### src/pkg/dps_pkg.sv
// Behaviour
// - Simple profile maps each function to one control-word bit.
// - Simple profile runs at once when the run bit is set.
// - Simple profile lets control-word bits 1 to 15 be assigned to functions.
// - Standardized profile starts the motor only after the ordered command sequence.
// - Standardized profile assigns only bits 11 to 15 to user functions.
// - Only velocity mode is implemented for reference handling.
// - Separate or combined command and reference sources are selectable.
// - State follows control words and fault events; status word shows it.
// - Initialization state is transient and never shown in the status word.
// - State 2 keeps power stage not ready, motor off, parameters writable.
// - State 3 waits for mains; separate stage needs supply to reach state 4.
// - State 4 has power stage on, no output voltage, motor locked.
// - Configuration write in state 4 drops back to state 2; in the simple profile the state stays at 4.
// - Mains contactor open in states 2 and 3, closed in 4 and 5.
// - State 5 powers motor, but no torque at zero reference or halt.
// - State 5 rejects configuration writes, accepts adjustment writes.
// - Auto-tuning is allowed only in state 5.
// - Enable operation needs a valid channel and, if combined, one reference.
// - Disable operation with stop select 0 freewheels to state 4.
// - Disable operation with stop select 1 ramps down, then enters state 4.
// - Quick stop ramps fast, then state 2 or waits for disable voltage.
// - After fault reaction the fault state disables power, motor locked.
package dps_pkg;
  // ****************************************
  // Register map
  // ****************************************
  localparam logic [7:0] ADDR_CTRL = 8'h00;
  localparam logic [7:0] ADDR_CFG = 8'h04;
  localparam logic [7:0] ADDR_ADJ = 8'h08;
  localparam logic [7:0] ADDR_REF = 8'h0C;
  localparam logic [7:0] ADDR_STATUS = 8'h10;
  localparam logic [7:0] ADDR_TUNE = 8'h14;
  localparam logic [31:0] CTRL_RESET = 32'h0000_0000;
  localparam logic [31:0] CFG_RESET = 32'h0000_0001;
  localparam logic [31:0] CFG_WMASK = 32'hFFFE_003F;
  localparam logic [31:0] ADJ_RESET = 32'h0000_0000;
  localparam logic [31:0] REF_RESET = 32'h0000_0000;
  localparam logic [1:0] RESP_OKAY = 2'h0;
  localparam logic [1:0] RESP_SLVERR = 2'h2;
  // ****************************************
  // Control word fields
  // ****************************************
  localparam int CW_FAULT_RST = 7;
  localparam int CW_HALT = 8;
  localparam int IO_RUN_BIT = 0;
  localparam logic [15:0] USER_BITS_STD = 16'hF800;
  localparam logic [3:0] CMD_SHUTDOWN_M = 4'h7;
  localparam logic [3:0] CMD_SHUTDOWN_V = 4'h6;
  localparam logic [3:0] CMD_SWITCH_ON_M = 4'hF;
  localparam logic [3:0] CMD_SWITCH_ON_V = 4'h7;
  localparam logic [3:0] CMD_DIS_VOLT_M = 4'h2;
  localparam logic [3:0] CMD_DIS_VOLT_V = 4'h0;
  localparam logic [3:0] CMD_QSTOP_M = 4'h6;
  localparam logic [3:0] CMD_QSTOP_V = 4'h2;
  localparam logic [3:0] CMD_EN_OP_M = 4'hF;
  localparam logic [3:0] CMD_EN_OP_V = 4'hF;
  // ****************************************
  // Status word state codes
  // ****************************************
  localparam logic [15:0] SW_SOD = 16'h0002;
  localparam logic [15:0] SW_RTSO = 16'h0003;
  localparam logic [15:0] SW_SWON = 16'h0004;
  localparam logic [15:0] SW_OPEN = 16'h0005;
  localparam logic [15:0] SW_QSTOP = 16'h0006;
  localparam logic [15:0] SW_FREACT = 16'h0007;
  localparam logic [15:0] SW_FAULT = 16'h0008;
  localparam logic [1:0] RAMP_FREE = 2'h0;
  localparam logic [1:0] RAMP_NORMAL = 2'h1;
  localparam logic [1:0] RAMP_FAST = 2'h2;

  typedef enum logic [7:0] {
    ST_INIT = 8'h01,
    ST_SOD = 8'h02,
    ST_RTSO = 8'h04,
    ST_SWON = 8'h08,
    ST_OPEN = 8'h10,
    ST_QSTOP = 8'h20,
    ST_FREACT = 8'h40,
    ST_FAULT = 8'h80
  } dps_state_t;

  typedef struct packed {
    logic [14:0] func_map;
    logic [10:0] rsvd;
    logic contactor;
    logic sep_stage;
    logic qs_mode;
    logic stop_sel;
    logic separate;
    logic profile;
  } dps_cfg_t;

  typedef struct packed {
    logic contactor_close;
    logic power_stage_on;
    logic motor_powered;
    logic [1:0] ramp_sel;
  } dps_power_t;
endpackage

### src/verilog/dps_drive_profile.sv
`timescale 1ns/1ps
module dps_drive_profile
(
  input wire logic ref_clk, // 10 MHz clock
  input wire logic reset, // Async reset, active high
  input wire logic [7:0] s_axi_awaddr, // Write address
  input wire logic s_axi_awvalid, // Write address valid
  output logic s_axi_awready, // Write address ready
  input wire logic [31:0] s_axi_wdata, // Write data
  input wire logic [3:0] s_axi_wstrb, // Write byte enables
  input wire logic s_axi_wvalid, // Write data valid
  output logic s_axi_wready, // Write data ready
  output logic [1:0] s_axi_bresp, // Write response
  output logic s_axi_bvalid, // Write response valid
  input wire logic s_axi_bready, // Write response ready
  input wire logic [7:0] s_axi_araddr, // Read address
  input wire logic s_axi_arvalid, // Read address valid
  output logic s_axi_arready, // Read address ready
  output logic [31:0] s_axi_rdata, // Read data
  output logic [1:0] s_axi_rresp, // Read response
  output logic s_axi_rvalid, // Read data valid
  input wire logic s_axi_rready, // Read data ready
  input wire logic mains_ok, // Power stage supply present
  input wire logic channel_valid, // Command channel valid
  input wire logic [15:0] ext_ref, // Reference from separate source
  input wire logic fault_detect, // Detected error
  input wire logic motor_stopped, // Motor at standstill
  input wire logic autotune_done, // Auto-tuning finished
  output dps_pkg::dps_power_t pwr_o, // Power stage control
  output logic [15:0] speed_ref_o, // Velocity reference
  output logic [15:0] func_o, // Assigned function bits
  output logic [15:0] adjust_o, // Adjustment parameter
  output logic tune_busy_o, // Auto-tuning running
  output logic [15:0] profile_state_word // Reported state
);

  // ****************************************
  // Helper functions
  // ****************************************
  function automatic logic cw_match(input logic [15:0] cw, input logic [3:0] m,
                                    input logic [3:0] v);
    cw_match = (cw[3:0] & m) == v;
  endfunction

  function automatic logic [31:0] apply_strb(input logic [31:0] old,
                                             input logic [31:0] nw,
                                             input logic [3:0] strb);
    logic [31:0] res;
    res = old;
    for (int i = 0; i < 4; i++)
    begin
      if (strb[i])
      begin
        res[i*8 +: 8] = nw[i*8 +: 8];
      end
    end
    apply_strb = res;
  endfunction

  // ****************************************
  // Register bus
  // ****************************************
  logic aw_hold_r;
  logic w_hold_r;
  logic [7:0] awaddr_r;
  logic [31:0] wdata_r;
  logic [3:0] wstrb_r;
  logic bvalid_r;
  logic [1:0] bresp_r;
  logic rvalid_r;
  logic [31:0] rdata_r;
  logic [1:0] rresp_r;
  logic [31:0] ctrl_r;
  dps_pkg::dps_cfg_t cfg_r;
  logic [31:0] adj_r;
  logic [31:0] ref_r;
  dps_pkg::dps_state_t state_r;
  dps_pkg::dps_state_t state_nxt;
  logic stopping_r;
  logic stopping_nxt;
  logic ref_seen_r;
  logic tune_busy_r;
  logic fr_prev_r;
  logic do_wr;
  logic wr_err;
  logic cfg_wr;
  logic ref_wr;
  logic tune_wr;
  logic [31:0] status_word;
  logic [31:0] rd_mux;
  logic rd_err;

  assign s_axi_awready = !aw_hold_r;
  assign s_axi_wready = !w_hold_r;
  assign s_axi_bvalid = bvalid_r;
  assign s_axi_bresp = bresp_r;
  assign s_axi_arready = !rvalid_r;
  assign s_axi_rvalid = rvalid_r;
  assign s_axi_rdata = rdata_r;
  assign s_axi_rresp = rresp_r;
  assign do_wr = aw_hold_r && w_hold_r && !bvalid_r;

  always_comb
  begin
    wr_err = 1'b0;
    case (awaddr_r)
      dps_pkg::ADDR_CTRL, dps_pkg::ADDR_ADJ, dps_pkg::ADDR_REF: wr_err = 1'b0;
      dps_pkg::ADDR_CFG: wr_err = (state_r == dps_pkg::ST_OPEN) ||
                                  (state_r == dps_pkg::ST_QSTOP) ||
                                  (state_r == dps_pkg::ST_FREACT);
      dps_pkg::ADDR_TUNE: wr_err = (state_r != dps_pkg::ST_OPEN) || !wdata_r[0];
      default: wr_err = 1'b1;
    endcase
  end

  assign cfg_wr = do_wr && !wr_err && (awaddr_r == dps_pkg::ADDR_CFG);
  assign ref_wr = do_wr && !wr_err && (awaddr_r == dps_pkg::ADDR_REF);
  assign tune_wr = do_wr && !wr_err && (awaddr_r == dps_pkg::ADDR_TUNE);

  always_ff @(posedge ref_clk or posedge reset)
  begin
    if (reset)
    begin
      aw_hold_r <= 1'b0;
      awaddr_r <= 8'h00;
    end
    else if (s_axi_awvalid && !aw_hold_r)
    begin
      aw_hold_r <= 1'b1;
      awaddr_r <= s_axi_awaddr;
    end
    else if (do_wr)
    begin
      aw_hold_r <= 1'b0;
    end
  end

  always_ff @(posedge ref_clk or posedge reset)
  begin
    if (reset)
    begin
      w_hold_r <= 1'b0;
      wdata_r <= 32'h0000_0000;
      wstrb_r <= 4'h0;
    end
    else if (s_axi_wvalid && !w_hold_r)
    begin
      w_hold_r <= 1'b1;
      wdata_r <= s_axi_wdata;
      wstrb_r <= s_axi_wstrb;
    end
    else if (do_wr)
    begin
      w_hold_r <= 1'b0;
    end
  end

  always_ff @(posedge ref_clk or posedge reset)
  begin
    if (reset)
    begin
      bvalid_r <= 1'b0;
      bresp_r <= dps_pkg::RESP_OKAY;
    end
    else if (do_wr)
    begin
      bvalid_r <= 1'b1;
      bresp_r <= wr_err ? dps_pkg::RESP_SLVERR : dps_pkg::RESP_OKAY;
    end
    else if (s_axi_bready)
    begin
      bvalid_r <= 1'b0;
    end
  end

  // Rejected writes leave every register untouched
  always_ff @(posedge ref_clk or posedge reset)
  begin
    if (reset)
    begin
      ctrl_r <= dps_pkg::CTRL_RESET;
      cfg_r <= dps_pkg::CFG_RESET;
      adj_r <= dps_pkg::ADJ_RESET;
      ref_r <= dps_pkg::REF_RESET;
    end
    else if (do_wr && !wr_err)
    begin
      case (awaddr_r)
        dps_pkg::ADDR_CTRL: ctrl_r <= apply_strb(ctrl_r, wdata_r, wstrb_r) & 32'h0000_FFFF;
        dps_pkg::ADDR_CFG: cfg_r <= apply_strb(cfg_r, wdata_r, wstrb_r) & dps_pkg::CFG_WMASK;
        dps_pkg::ADDR_ADJ: adj_r <= apply_strb(adj_r, wdata_r, wstrb_r) & 32'h0000_FFFF;
        dps_pkg::ADDR_REF: ref_r <= apply_strb(ref_r, wdata_r, wstrb_r) & 32'h0000_FFFF;
        default: ctrl_r <= ctrl_r;
      endcase
    end
  end

  always_comb
  begin
    rd_err = 1'b0;
    rd_mux = 32'h0000_0000;
    case (s_axi_araddr)
      dps_pkg::ADDR_CTRL: rd_mux = ctrl_r;
      dps_pkg::ADDR_CFG: rd_mux = cfg_r;
      dps_pkg::ADDR_ADJ: rd_mux = adj_r;
      dps_pkg::ADDR_REF: rd_mux = ref_r;
      dps_pkg::ADDR_STATUS: rd_mux = status_word;
      dps_pkg::ADDR_TUNE: rd_mux = {31'h0000_0000, tune_busy_r};
      default: rd_err = 1'b1;
    endcase
  end

  always_ff @(posedge ref_clk or posedge reset)
  begin
    if (reset)
    begin
      rvalid_r <= 1'b0;
      rdata_r <= 32'h0000_0000;
      rresp_r <= dps_pkg::RESP_OKAY;
    end
    else if (s_axi_arvalid && !rvalid_r)
    begin
      rvalid_r <= 1'b1;
      rdata_r <= rd_mux;
      rresp_r <= rd_err ? dps_pkg::RESP_SLVERR : dps_pkg::RESP_OKAY;
    end
    else if (s_axi_rready)
    begin
      rvalid_r <= 1'b0;
    end
  end

  // ****************************************
  // Operating state machine
  // ****************************************
  logic [15:0] cw;
  logic io_mode;
  logic supply_ok;
  logic c_sd;
  logic c_son;
  logic c_dv;
  logic c_qs;
  logic c_eop;
  logic run_io;
  logic halt;
  logic chan_ok;
  logic fr_rise;
  logic [15:0] ref_src;

  assign cw = ctrl_r[15:0];
  assign io_mode = !cfg_r.profile;
  assign supply_ok = !cfg_r.sep_stage || mains_ok;
  assign c_sd = cw_match(cw, dps_pkg::CMD_SHUTDOWN_M, dps_pkg::CMD_SHUTDOWN_V);
  assign c_son = cw_match(cw, dps_pkg::CMD_SWITCH_ON_M, dps_pkg::CMD_SWITCH_ON_V);
  assign c_dv = cw_match(cw, dps_pkg::CMD_DIS_VOLT_M, dps_pkg::CMD_DIS_VOLT_V);
  assign c_qs = cw_match(cw, dps_pkg::CMD_QSTOP_M, dps_pkg::CMD_QSTOP_V);
  assign c_eop = cw_match(cw, dps_pkg::CMD_EN_OP_M, dps_pkg::CMD_EN_OP_V);
  assign run_io = cw[dps_pkg::IO_RUN_BIT];
  assign halt = !io_mode && cw[dps_pkg::CW_HALT];
  assign fr_rise = cw[dps_pkg::CW_FAULT_RST] && !fr_prev_r;
  assign chan_ok = channel_valid && (cfg_r.separate || ref_seen_r);
  assign ref_src = cfg_r.separate ? ext_ref : ref_r[15:0];

  always_comb
  begin
    state_nxt = state_r;
    stopping_nxt = stopping_r;
    if (fault_detect && (state_r != dps_pkg::ST_INIT) &&
        (state_r != dps_pkg::ST_FREACT) && (state_r != dps_pkg::ST_FAULT))
    begin
      state_nxt = dps_pkg::ST_FREACT;
      stopping_nxt = 1'b0;
    end
    else
    begin
      case (state_r)
        dps_pkg::ST_INIT: state_nxt = dps_pkg::ST_SOD;
        dps_pkg::ST_SOD, dps_pkg::ST_RTSO, dps_pkg::ST_SWON:
        begin
          if (io_mode)
          begin
            if (run_io && supply_ok && channel_valid)
            begin
              state_nxt = dps_pkg::ST_OPEN;
            end
          end
          else if (state_r == dps_pkg::ST_SOD)
          begin
            if (c_sd)
            begin
              state_nxt = dps_pkg::ST_RTSO;
            end
          end
          else if (c_dv || c_qs)
          begin
            state_nxt = dps_pkg::ST_SOD;
          end
          else if (state_r == dps_pkg::ST_RTSO)
          begin
            if (c_son && supply_ok)
            begin
              state_nxt = dps_pkg::ST_SWON;
            end
          end
          else if (cfg_wr)
          begin
            state_nxt = dps_pkg::ST_SOD;
          end
          else if (c_sd)
          begin
            state_nxt = dps_pkg::ST_RTSO;
          end
          else if (c_eop && chan_ok)
          begin
            state_nxt = dps_pkg::ST_OPEN;
          end
        end
        dps_pkg::ST_OPEN:
        begin
          if (!io_mode && c_dv)
          begin
            state_nxt = dps_pkg::ST_SOD;
            stopping_nxt = 1'b0;
          end
          else if (!io_mode && c_qs)
          begin
            state_nxt = dps_pkg::ST_QSTOP;
            stopping_nxt = 1'b0;
          end
          else if (!io_mode && c_sd)
          begin
            state_nxt = dps_pkg::ST_RTSO;
            stopping_nxt = 1'b0;
          end
          else if (stopping_r)
          begin
            if (motor_stopped)
            begin
              state_nxt = dps_pkg::ST_SWON;
              stopping_nxt = 1'b0;
            end
          end
          else if (io_mode ? !run_io : c_son)
          begin
            if (cfg_r.stop_sel)
            begin
              stopping_nxt = 1'b1;
            end
            else
            begin
              state_nxt = dps_pkg::ST_SWON;
            end
          end
        end
        dps_pkg::ST_QSTOP:
        begin
          if (c_dv || io_mode || (!cfg_r.qs_mode && motor_stopped))
          begin
            state_nxt = dps_pkg::ST_SOD;
          end
        end
        dps_pkg::ST_FREACT:
        begin
          if (motor_stopped)
          begin
            state_nxt = dps_pkg::ST_FAULT;
          end
        end
        dps_pkg::ST_FAULT:
        begin
          if (fr_rise && !fault_detect)
          begin
            state_nxt = dps_pkg::ST_SOD;
          end
        end
        default: state_nxt = dps_pkg::ST_INIT;
      endcase
    end
  end

  always_ff @(posedge ref_clk or posedge reset)
  begin
    if (reset)
    begin
      state_r <= dps_pkg::ST_INIT;
      stopping_r <= 1'b0;
      fr_prev_r <= 1'b0;
    end
    else
    begin
      state_r <= state_nxt;
      stopping_r <= stopping_nxt;
      fr_prev_r <= cw[dps_pkg::CW_FAULT_RST];
    end
  end

  // Set wins over the loss of a valid channel
  always_ff @(posedge ref_clk or posedge reset)
  begin
    if (reset)
    begin
      ref_seen_r <= 1'b0;
    end
    else if (ref_wr)
    begin
      ref_seen_r <= 1'b1;
    end
    else if (!channel_valid)
    begin
      ref_seen_r <= 1'b0;
    end
  end

  always_ff @(posedge ref_clk or posedge reset)
  begin
    if (reset)
    begin
      tune_busy_r <= 1'b0;
    end
    else if (tune_wr)
    begin
      tune_busy_r <= 1'b1;
    end
    else if (autotune_done || (state_r != dps_pkg::ST_OPEN))
    begin
      tune_busy_r <= 1'b0;
    end
  end

  // ****************************************
  // Outputs
  // ****************************************
  logic [15:0] sw_code;

  always_comb
  begin
    case (state_r)
      dps_pkg::ST_RTSO: sw_code = dps_pkg::SW_RTSO;
      dps_pkg::ST_SWON: sw_code = dps_pkg::SW_SWON;
      dps_pkg::ST_OPEN: sw_code = dps_pkg::SW_OPEN;
      dps_pkg::ST_QSTOP: sw_code = dps_pkg::SW_QSTOP;
      dps_pkg::ST_FREACT: sw_code = dps_pkg::SW_FREACT;
      dps_pkg::ST_FAULT: sw_code = dps_pkg::SW_FAULT;
      default: sw_code = dps_pkg::SW_SOD;
    endcase
  end

  assign status_word = {11'h000, channel_valid, mains_ok, tune_busy_r, ref_seen_r,
                        stopping_r, sw_code};
  assign tune_busy_o = tune_busy_r;

  // Outputs lag the state by one edge; power logic sees a clean register
  always_ff @(posedge ref_clk or posedge reset)
  begin
    if (reset)
    begin
      pwr_o <= '0;
      speed_ref_o <= 16'h0000;
      func_o <= 16'h0000;
      adjust_o <= 16'h0000;
      profile_state_word <= dps_pkg::SW_SOD;
    end
    else
    begin
      profile_state_word <= sw_code;
      adjust_o <= adj_r[15:0];
      pwr_o.contactor_close <= cfg_r.contactor &&
                               ((state_r == dps_pkg::ST_SWON) || (state_r == dps_pkg::ST_OPEN) ||
                                (state_r == dps_pkg::ST_QSTOP));
      pwr_o.power_stage_on <= (state_r == dps_pkg::ST_SWON) || (state_r == dps_pkg::ST_OPEN) ||
                              (state_r == dps_pkg::ST_QSTOP);
      // no torque at zero or halt
      pwr_o.motor_powered <= (state_r == dps_pkg::ST_QSTOP) ||
                             ((state_r == dps_pkg::ST_OPEN) &&
                              (stopping_r || ((ref_src != 16'h0000) && !halt)));
      case (state_r)
        dps_pkg::ST_OPEN: pwr_o.ramp_sel <= dps_pkg::RAMP_NORMAL;
        dps_pkg::ST_QSTOP: pwr_o.ramp_sel <= dps_pkg::RAMP_FAST;
        default: pwr_o.ramp_sel <= dps_pkg::RAMP_FREE;
      endcase
      speed_ref_o <= ((state_r == dps_pkg::ST_OPEN) && !stopping_r && !halt) ?
                     ref_src : 16'h0000;
      func_o <= io_mode ? (cw & {cfg_r.func_map, 1'b0}) :
                (cw & {cfg_r.func_map, 1'b0} & dps_pkg::USER_BITS_STD);
    end
  end

endmodule

### config.mk
export PLATFORM = sky130hd
export DESIGN_NAME = dps_drive_profile
export DESIGN_NICKNAME = d
export VERILOG_FILES = /design/src/pkg/dps_pkg.sv /design/src/verilog/dps_drive_profile.sv
export SDC_FILE = /design/constraint.sdc
export NUM_CORES = 1
export LEC_CHECK = 0
export BUFFER_PORTS_ARGS = -buffer_cell sky130_fd_sc_hd__buf_2
export CAP_MARGIN = 20
export CORE_ASPECT_RATIO = 0.6
export CORE_MARGIN = 5
export CORE_UTILIZATION = 52
export CTS_CLUSTER_SIZE = 40
export DETAILED_ROUTE_END_ITERATION = 12
export GPL_TIMING_DRIVEN = 0
export HOLD_SLACK_MARGIN = 0.1
export PLACE_DENSITY = 0.8
export SETUP_SLACK_MARGIN = 0.15
export SLEW_MARGIN = 20
export SYNTH_ARGS = -nofsm -noshare
export SYNTH_HDL_FRONTEND = slang
export SYNTH_SLANG_ARGS = --single-unit
### constraint.sdc
create_clock -name ref_clk -period 9.5 [get_ports ref_clk]
set_input_delay 1.9 -clock ref_clk [delete_from_list [all_inputs] [get_ports ref_clk]]
set_output_delay 1.9 -clock ref_clk [all_outputs]
set_load 0.05 [all_outputs]
### Word-level counts from Yosys, hierarchy flattened

Cells that the tools add are included.

| cells by class | value |
|---|---|
| equality and inequality tests | 36 |
| mux-type cells | 52 |
| bitwise operators | 1 |
| reduce and logical (&&, ||, !) cells | 79 |

Operators by type and width:

| operator | number |
|---|---|
| 32-bit case mux with 6 select lines | 1 |
| 8-bit two-way mux | 21 |
| 8-bit case mux with 6 select lines | 1 |
| 8-bit by 4-bit equality test with 1-bit output (second input constant) | 5 |
| 8-bit by 5-bit equality test with 1-bit output (second input constant) | 4 |
| 16-bit two-way mux | 2 |
| 1-bit logical AND | 29 |
| 7-bit != test (second input constant) | 4 |
| 3-bit AND reduction | 9 |
| 8-bit by 3-bit equality test with 1-bit output (second input constant) | 3 |
| 4-bit case mux with 6 select lines | 1 |
| 1-bit two-way mux | 21 |
| 16-bit bitwise AND | 1 |
| 8-bit logical NOT | 2 |
| 8-bit != test (second input constant) | 2 |
| 16-bit nonzero test | 1 |
| 1-bit logical NOT | 14 |
| 1-bit logical OR | 13 |
| 2-bit nonzero test | 6 |
| 11-bit two-way mux | 1 |
| 10-bit AND reduction | 1 |
| 8-bit by 1-bit equality test with 1-bit output (second input constant) | 1 |
| 8-bit by 2-bit equality test with 1-bit output (second input constant) | 1 |
| 8-bit by 6-bit equality test with 1-bit output (second input constant) | 1 |
| 20 further kinds | 23 |

| storage, ports and cells | value |
|---|---|
| register bits after elaboration | 234 |
| input bits | 80 |

### Longest topological paths before layout

Gate-level depths: netlist of the first run.

| depth | value |
|---|---|
| depth after elaboration | 14 |
| mapped depth | 8 |
| depth with buffers taken out | 7 |

### Least setup slack after synthesis of the first run

No wires, ideal clock.

| timing path | value |
|---|---|
| kind | in2reg |
| from | input port s_axi_araddr[0] |
| to | register rdata_r[21] (netlist: s_axi_rdata[21]) |
| data arrival time | 3.574 ns |
| data required time | 9.433 ns |
| path slack | 5.859 ns |
| stages on the path | 7 |
| path buffers | 1 |
| path through | or4_4 -> or2_4 -> nor3_4 -> and2_1 -> and2_1 -> buf_4 -> a22o_1 |

| between the ends | value |
|---|---|
| cells in the longest elaborated chain, start to end | 2 |
| elaborated cells on any way between the ends | 7 |
| classes of those cells | eq/ne: 5; mux: 1; reduce/logical: 1 |

Ends and longest elaborated chain:

| what | line | text |
|---|---|---|
| start, declared | dps_drive_profile.sv:16 | `input wire logic [7:0] s_axi_araddr,` |
| 8-bit by 5-bit equality test with 1-bit output (tied with other cells) | dps_drive_profile.sv:202 | `case (s_axi_araddr)` |
| 32-bit case mux with 6 select lines (*) | dps_drive_profile.sv:202 |  |
| end signal, assigned | dps_drive_profile.sv:224 | `rdata_r <= rd_mux;` |
| end, declared | dps_drive_profile.sv:71 | `logic [31:0] rdata_r;` |

Every way passes the cells marked *; elsewhere a longest branch is shown, timed or not.
A chain may end at the register's enable or synchronous reset.

### Final worst setup path of the first run

Ends and elaborated chain as after synthesis.

==> metrics.yaml, run 1 <==
outcome:
  status: "finished, final reports clean"
synth:
  ys_seq_area_share_pct: 59.6
  synth-main-ff-cell: "dfrtp_1"
  yosys_warnings: 0
  synth-edff-count: 0
  syn_area_sq_um: 9160
  ys_ff_latch: 218
  syn_inst: 711
  avgSynthCellArea_sq_um: 12.9
  synth_cell_type_count: 68
  synthArstFlopShare_pct: 100
sta:
  skew_ns: 0.0134
  fmax_mhz: 275
  fin_ws_ns: 5.87
  setup_violations: 0
  min_period_ns: 3.63
  worst-slew-pin-transition_ns: 0.815
  fin_setup_tns_ns: 0
  slew_violations: 0
  finalCritPeriodShare_pct: 38.2
  relSlewSlack_pct: 44.9
  rsz0062_at_grt: "false"
  hold_violations: 0
clock_tree:
  ctsResizeCount: 0
  clk_latency_ns: 0.50
  clk_pin_slew_ns: 0.07
  htreeDepth: 1
  clock_sinks: 218
  postCtsHoldBufs: 0
  cts_buffers: 20
  clk_path_buf_depth: 3
  ctsRootBufferMaster: "clkbuf_16"
  cts_tree: "yes"
  cts_setup_buffers: 0
layout:
  syn2layout_area_growth_pct: 21.9
  design_area_sq_um: 11200
  layout.cells.non_filler: 1171
  drive_gt1_share_pct: 40.1
  final_common_cell: "dfrtp_1"
  final_cell_mix: "215 x dfrtp_1, 176 x buf_2, 117 x mux2_2"
  nets: 1002
place:
  dp_cells: 1134
  portBuffers: 173
  gp_congestion: 0.917
  place_hpwl_mm: 17.8
  dpl_cell_area_sq_um: 10400
  placement.setup.worst_slack_ns: 5.39
floorplan:
  coreArea_sq_um: 17200
  start_util_pct: 53.2
  io_pins: 191
  die-area_sq_um: 20400
  fp-row-count: 37
  die_w_um: 181
  die_y_um: 113
grt:
  antenna_found_initial: 2
  grt_pass1_wl_mm: 37.7
  grt_pass1_vias: 6628
  grt_max_degree: 112
  gr-total-overflow: 0
  grt_usage_pct: 23.3
critical_path:
  cp-start-kind: "input port"
  crit_path_end_kind: "register"
  cp.arrival_ns: 4.05
  crit_required_ns: 9.92
  crit_type: "in2reg"
  cp_max_fo: 10
pwr:
  internal-power_w: 0.00189
  p_per_area_nw_per_um2: 248
  peakVddDrop_mv: 0.198
  switchingPower_w: 0.000878
  clkPwrFrac_pct: 31.9
  pwr-share-seq_pct: 45.4
  switching_share_pct: 31.7
  pwr-share-comb_pct: 22.7
  leakage_nw: 5.57
drt:
  wl_mm: 24.3
  route.antenna.remaining_nets: 0
  num_vias: 6672
  drtIter0Drc: 536
  drcViolationCount: 0
  wl_per_cell_um: 20.7
  drt-vias-per-instance: 5.70
  firstDrtPassIters: 5
run:
  maxCapViolCount: 0
worst_hold_path:
  min_path_type: "reg2reg"
-- flip-flops by register name, indices dropped and copies added (netlist names) --
name,cells
s_axi_rdata,32
wdata_r,31
cfg_r,21
adj_r,16
adjust_o,16
ctrl_r,16
ref_r,16
speed_ref_o,16
func_o,15
awaddr_r,8
state_r,8
pwr_o,5
profile_state_word,4
wstrb_r,4
aw_hold_r,1
fr_prev_r,1
ref_seen_r,1
s_axi_bresp,1
s_axi_bvalid,1
s_axi_rresp,1
s_axi_rvalid,1
stopping_r,1
tune_busy_o,1
w_hold_r,1
-- logic make-up after synthesis --
logic type,after synthesis,synth area share (%)
DFF,218,59.6
buffers and inverters,61,3.27
muxes,139,16.8
xor gates and xnor gates,4,0.383
AOI/OAI and AO/OA,119,9.22
other,1,0.0410
and+or+nand+nor,169,10.7
-- critical path, stage by stage --
cell	delay [ns]
buf_2	0.09
or4_4	0.55
or2_4	0.28
nor3_4	0.36
and2_1	0.30
and2_1	0.21
buf_4	0.20
a22o_1	0.15
-- synth_stat cells, drive strengths merged (3+ instances only) --
cell type  count  share of area [%]
and3b          3               0.29
o211ai         4               0.33
or4            5               0.49
a211oi         3               0.25
nand2         57                2.5
a21oi          9               0.49
dfstp          3               0.86
nor4           6               0.41
clkbuf        24                1.0
and2          12               0.82
dfrtp        215                 59
inv           11               0.45
or3            6               0.46
mux2         117                 14
nand3         13               0.87
a22oi         18                1.5
nand2b         5               0.34
mux2i         22                2.4
a22o          25                2.4
nor3           6               0.81
nor2          28                1.1
xor2           3               0.29
o21a           4               0.33
nor3b          5               0.41
a32oi          3               0.29
o21ai         32                1.7
nand3b         5               0.49
nand4b         3               0.29
nand4          3               0.20
buf           25                1.8
nor2b          3               0.20
-- cell type report --
| class | instances | area, sq um |
|---|---|---|
| inverter | 12 | 52.6 |
| multi-input combinational | 446 | 3450 |
| tap | 234 | 293 |
| antenna | 1 | 2.50 |
| buffer | 49 | 254 |
| clock inverter | 9 | 151 |
| timing repair buffer | 175 | 921 |
| clock buffer | 27 | 578 |
| fill | 1332 | 6060 |
| sequential | 218 | 5460 |
-- per-stage QoR --
step	hold WS, ns	utilization, %	total power [W]
global placement	0.376	60.2	0.00187
global route	0.411	64.8	0.00289
finish	0.400	64.8	0.00277
detailed placement	0.384	60.6	0.00189
floorplan	0.365	-	0.00169
CTS	0.399	64.8	0.00278
-- final timing paths --
check | from | endpoint | slack (ns) | cells past startpoint
hold / removal | adj_r[5]$_DFFE_PP0P_ | adjust_o[5]$_DFF_PP0_ | 0.40 | 0
hold reg to reg | adj_r[5]$_DFFE_PP0P_ | adjust_o[5]$_DFF_PP0_ | 0.40 | 0
max in group asynchronous | reset | profile_state_word[1]$_DFF_PP1_ | 6.99 | 4
setup reg to reg | state_r[1]$_DFFE_PP0P_ | state_r[1]$_DFFE_PP0P_ | 6.92 | 8
setup / recovery | s_axi_araddr[0] | s_axi_rdata[21]$_DFFE_PP0P_ | 5.87 | 8
min in group asynchronous | reset | wdata_r[27]$_DFFE_PP0P_ | 1.49 | 3
-- power groups by stage --
stage	clock [W]	combinational, W	sequential (W)
6_report	0.000885	0.000628	0.00126
3_5_place_dp	0	0.000623	0.00127
4_1_cts	0.000901	0.000627	0.00125
2_1_floorplan	0	0.000404	0.00128
3_3_place_gp	0	0.000606	0.00126
5_1_grt	0.000937	0.000677	0.00128
-- per-layer routing --
metal | wire [um] | track usage, % | up-vias
met5 | 21 | 0 | -
met4 | 299 | 3.80 | 4
met3 | 2530 | 7.36 | 34
met2 | 10000 | 32.0 | 308
met1 | 11400 | 37.0 | 3348
li1 | - | - | 2978
No activity file was read; power rests on OpenSTA's default activity.
==> run 2: changes to the inputs <==
==> constraint.sdc (replaced) <==
create_clock -name ref_clk -period 3.6 [get_ports ref_clk]
set_input_delay 0.72 -clock ref_clk [delete_from_list [all_inputs] [get_ports ref_clk]]
set_output_delay 0.72 -clock ref_clk [all_outputs]
set_load 0.05 [all_outputs]
==> run 2 against run 1 <==
Count of clock-buffer cells in the layout increased by 2. Critical path type is now reg2reg. Sequential share of layout area decreased by 0.14 points. Largest power group unchanged. Critical endpoint is now state_r[1]$_DFFE_PP0P_. Global-route usage increased by 0.83 points. Clock skew about the same.
==> metrics.yaml, run 2 (synthesized netlist as in run 1, its figures left out) <==
outcome:
  status: "finished, final reports clean"  # unchanged
drt:
  wl_mm: 24.9  # was 24.3 mm
  wl_met3_mm: 2.75  # was 2.53 mm
  drtIter0Drc: 501  # was 536
  firstDrtPassIters: 5  # unchanged
  wl_per_cell_um: 21.2  # was 20.7 um
  wl_met1_mm: 11.5  # was 11.4 mm
  wl_met2_mm: 10.3  # was 10.0 mm
  routed.top_layer: "met5"  # unchanged
  drt-vias-per-instance: 5.66  # was 5.70
  route.antenna.remaining_nets: 0  # unchanged
  num_vias: 6641  # was 6,672
  drcViolationCount: 0  # unchanged
floorplan:
  coreArea_sq_um: 17200  # unchanged
  die_w_um: 181  # unchanged
  io_pins: 191  # unchanged
  start_util_pct: 53.2  # unchanged
  die-area_sq_um: 20400  # unchanged
  fp-row-count: 37  # unchanged
  die_y_um: 113  # unchanged
place:
  dpl_cell_area_sq_um: 10500  # was 10,400 sq um
  portBuffers: 173  # unchanged
  placement.setup.worst_slack_ns: 0.677  # was 5.39 ns
  gp_congestion: 0.917  # about the same
  place_hpwl_mm: 18.6  # was 17.8 mm
  dp_cells: 1139  # was 1,134
clock_tree:
  clock_sinks: 218  # unchanged
  clk_pin_slew_ns: 0.07  # about the same
  postCtsHoldBufs: 0  # unchanged
  ctsRootBufferMaster: "clkbuf_16"  # unchanged
  clk_latency_ns: 0.50  # about the same
  cts_tree: "yes"  # unchanged
  htreeDepth: 1  # unchanged
  cts_setup_buffers: 0  # unchanged
  cts_buffers: 20  # unchanged
  ctsResizeCount: 0  # unchanged
  clk_path_buf_depth: 3  # unchanged
critical_path:
  cp-start-kind: "register"  # was input port
  crit_required_ns: 4.02  # was 9.92 ns
  r2r_start: "state_r[1]$_DFFE_PP0P_"  # unchanged
  reg2regPathDepth: 8  # unchanged
  crit_type: "reg2reg"  # was in2reg
  r2r_end: "state_r[1]$_DFFE_PP0P_"  # unchanged
  cp_max_fo: 9  # was 10
  ff2ff_setup_slack_ns: 0.99  # was 6.92 ns
  crit_end: "state_r[1]$_DFFE_PP0P_"  # was s_axi_rdata[21]$_DFFE_PP0P_
  worstSetupStartpoint: "state_r[1]$_DFFE_PP0P_"  # was s_axi_araddr[0]
  crit_path_end_kind: "register"  # unchanged
  cp.arrival_ns: 3.03  # was 4.05 ns
grt:
  grt_usage_pct: 24.2  # was 23.3%
  grt_max_degree: 33  # was 112
  grt_pass1_wl_mm: 39.1  # was 37.7 mm
  gr-total-overflow: 0  # unchanged
  grt_pass1_vias: 6815  # was 6,628
  antenna_found_initial: 3  # was 2
sta:
  setup_violations: 0  # unchanged
  slew_violations: 0  # unchanged
  timing.hold.ws_ns: 0.325  # was 0.400 ns
  hold_violations: 0  # unchanged
  fmax_mhz: 383
  relSlewSlack_pct: 44.9  # about the same
  skew_ns: 0.0138  # was 0.0134 ns
  rsz0062_at_grt: "false"  # unchanged
  finalCritPeriodShare_pct: 72.6
  min_period_ns: 2.61
  fin_setup_tns_ns: 0  # unchanged
  worst-slew-pin-transition_ns: 0.826  # was 0.815 ns
  fin_ws_ns: 0.987  # was 5.87 ns
layout:
  final_common_cell: "dfrtp_1"  # unchanged
  diodes: 0  # was 1
  largest_reg_flops: 32  # unchanged
  nets: 1007  # was 1,002
  layout.cells.non_filler: 1174  # was 1,171
  drive_gt1_share_pct: 40.3  # was 40.1%
  syn2layout_area_growth_pct: 22.3  # was 21.9%
  final_cell_mix: "215 x dfrtp_1, 176 x buf_2, 117 x mux2_2"  # unchanged
  design_area_sq_um: 11200  # about the same
run:
  maxCapViolCount: 0  # unchanged
pwr:
  peakVddDrop_mv: 0.486  # was 0.198 mV
  p_per_area_nw_per_um2: 642  # was 248 nW/um^2
  leakage_nw: 5.58  # was 5.57 nW
worst_hold_path:
  min_path_type: "in2async"  # was reg2reg
run 2: worst min path at each step:
stage                         startpoint                          end  slack [ns]  cells after the start
floorplan           adj_r[1]$_DFFE_PP0P_        adjust_o[1]$_DFF_PP0_        0.37                      0
global placement    adj_r[4]$_DFFE_PP0P_        adjust_o[4]$_DFF_PP0_        0.38                      0
detailed placement  adj_r[9]$_DFFE_PP0P_        adjust_o[9]$_DFF_PP0_        0.38                      0
CTS                                reset         func_o[11]$_DFF_PP0_        0.33                      2
global route                       reset  s_axi_rdata[27]$_DFFE_PP0P_        0.37                      2
finish                             reset        adjust_o[0]$_DFF_PP0_        0.33                      2
run 2: power breakdown:
group	total [W]	leakage [nW]	internal, W	switching, W
logic	0.00169	2.34	0.000681	0.00100
registers	0.00333	2.91	0.00290	0.000426
clock network	0.00217	0.321	0.00124	0.000927
total	0.00718	5.58	0.00483	0.00236
run 2: metal layers:
metal  GRT usage (%)  vias to the layer above
li1                -                     2979
met1            36.5                     3315
met2            34.3                      308
met3            8.74                       33
met4            4.10                        6
met5               0                        -
run 2: per-stage QoR:
| stage | total power (W) | utilization (%) |
|---|---|---|
| final | 0.00718 | 65.0 |
| after global routing | 0.00750 | 65.0 |
| after CTS | 0.00719 | 65.0 |
| after detailed placement | 0.00503 | 61.1 |
| after global placement | 0.00494 | 60.2 |
| after floorplan | 0.00445 | - |
run 2: area by class of cell:
class	instances	area, sq um
Fill cell	1332	6030
Sequential cell	218	5460
Multi-Input combinational cell	446	3450
Timing Repair Buffer	180	1020
Clock buffer	29	606
Tap cell	234	293
Buffer	49	254
Clock inverter	6	62.6
Inverter	12	48.8
run 2: worst max-delay path, stage by stage, from the launching register on:
cell and delay, ns:
dfrtp_1 0.36, clkbuf_1 0.23, nor3_4 0.23, o2111ai_1 0.36, and3b_1 0.32, buf_4 0.18, or4_4 0.53, nand3_2 0.14
mux2i_1 0.19
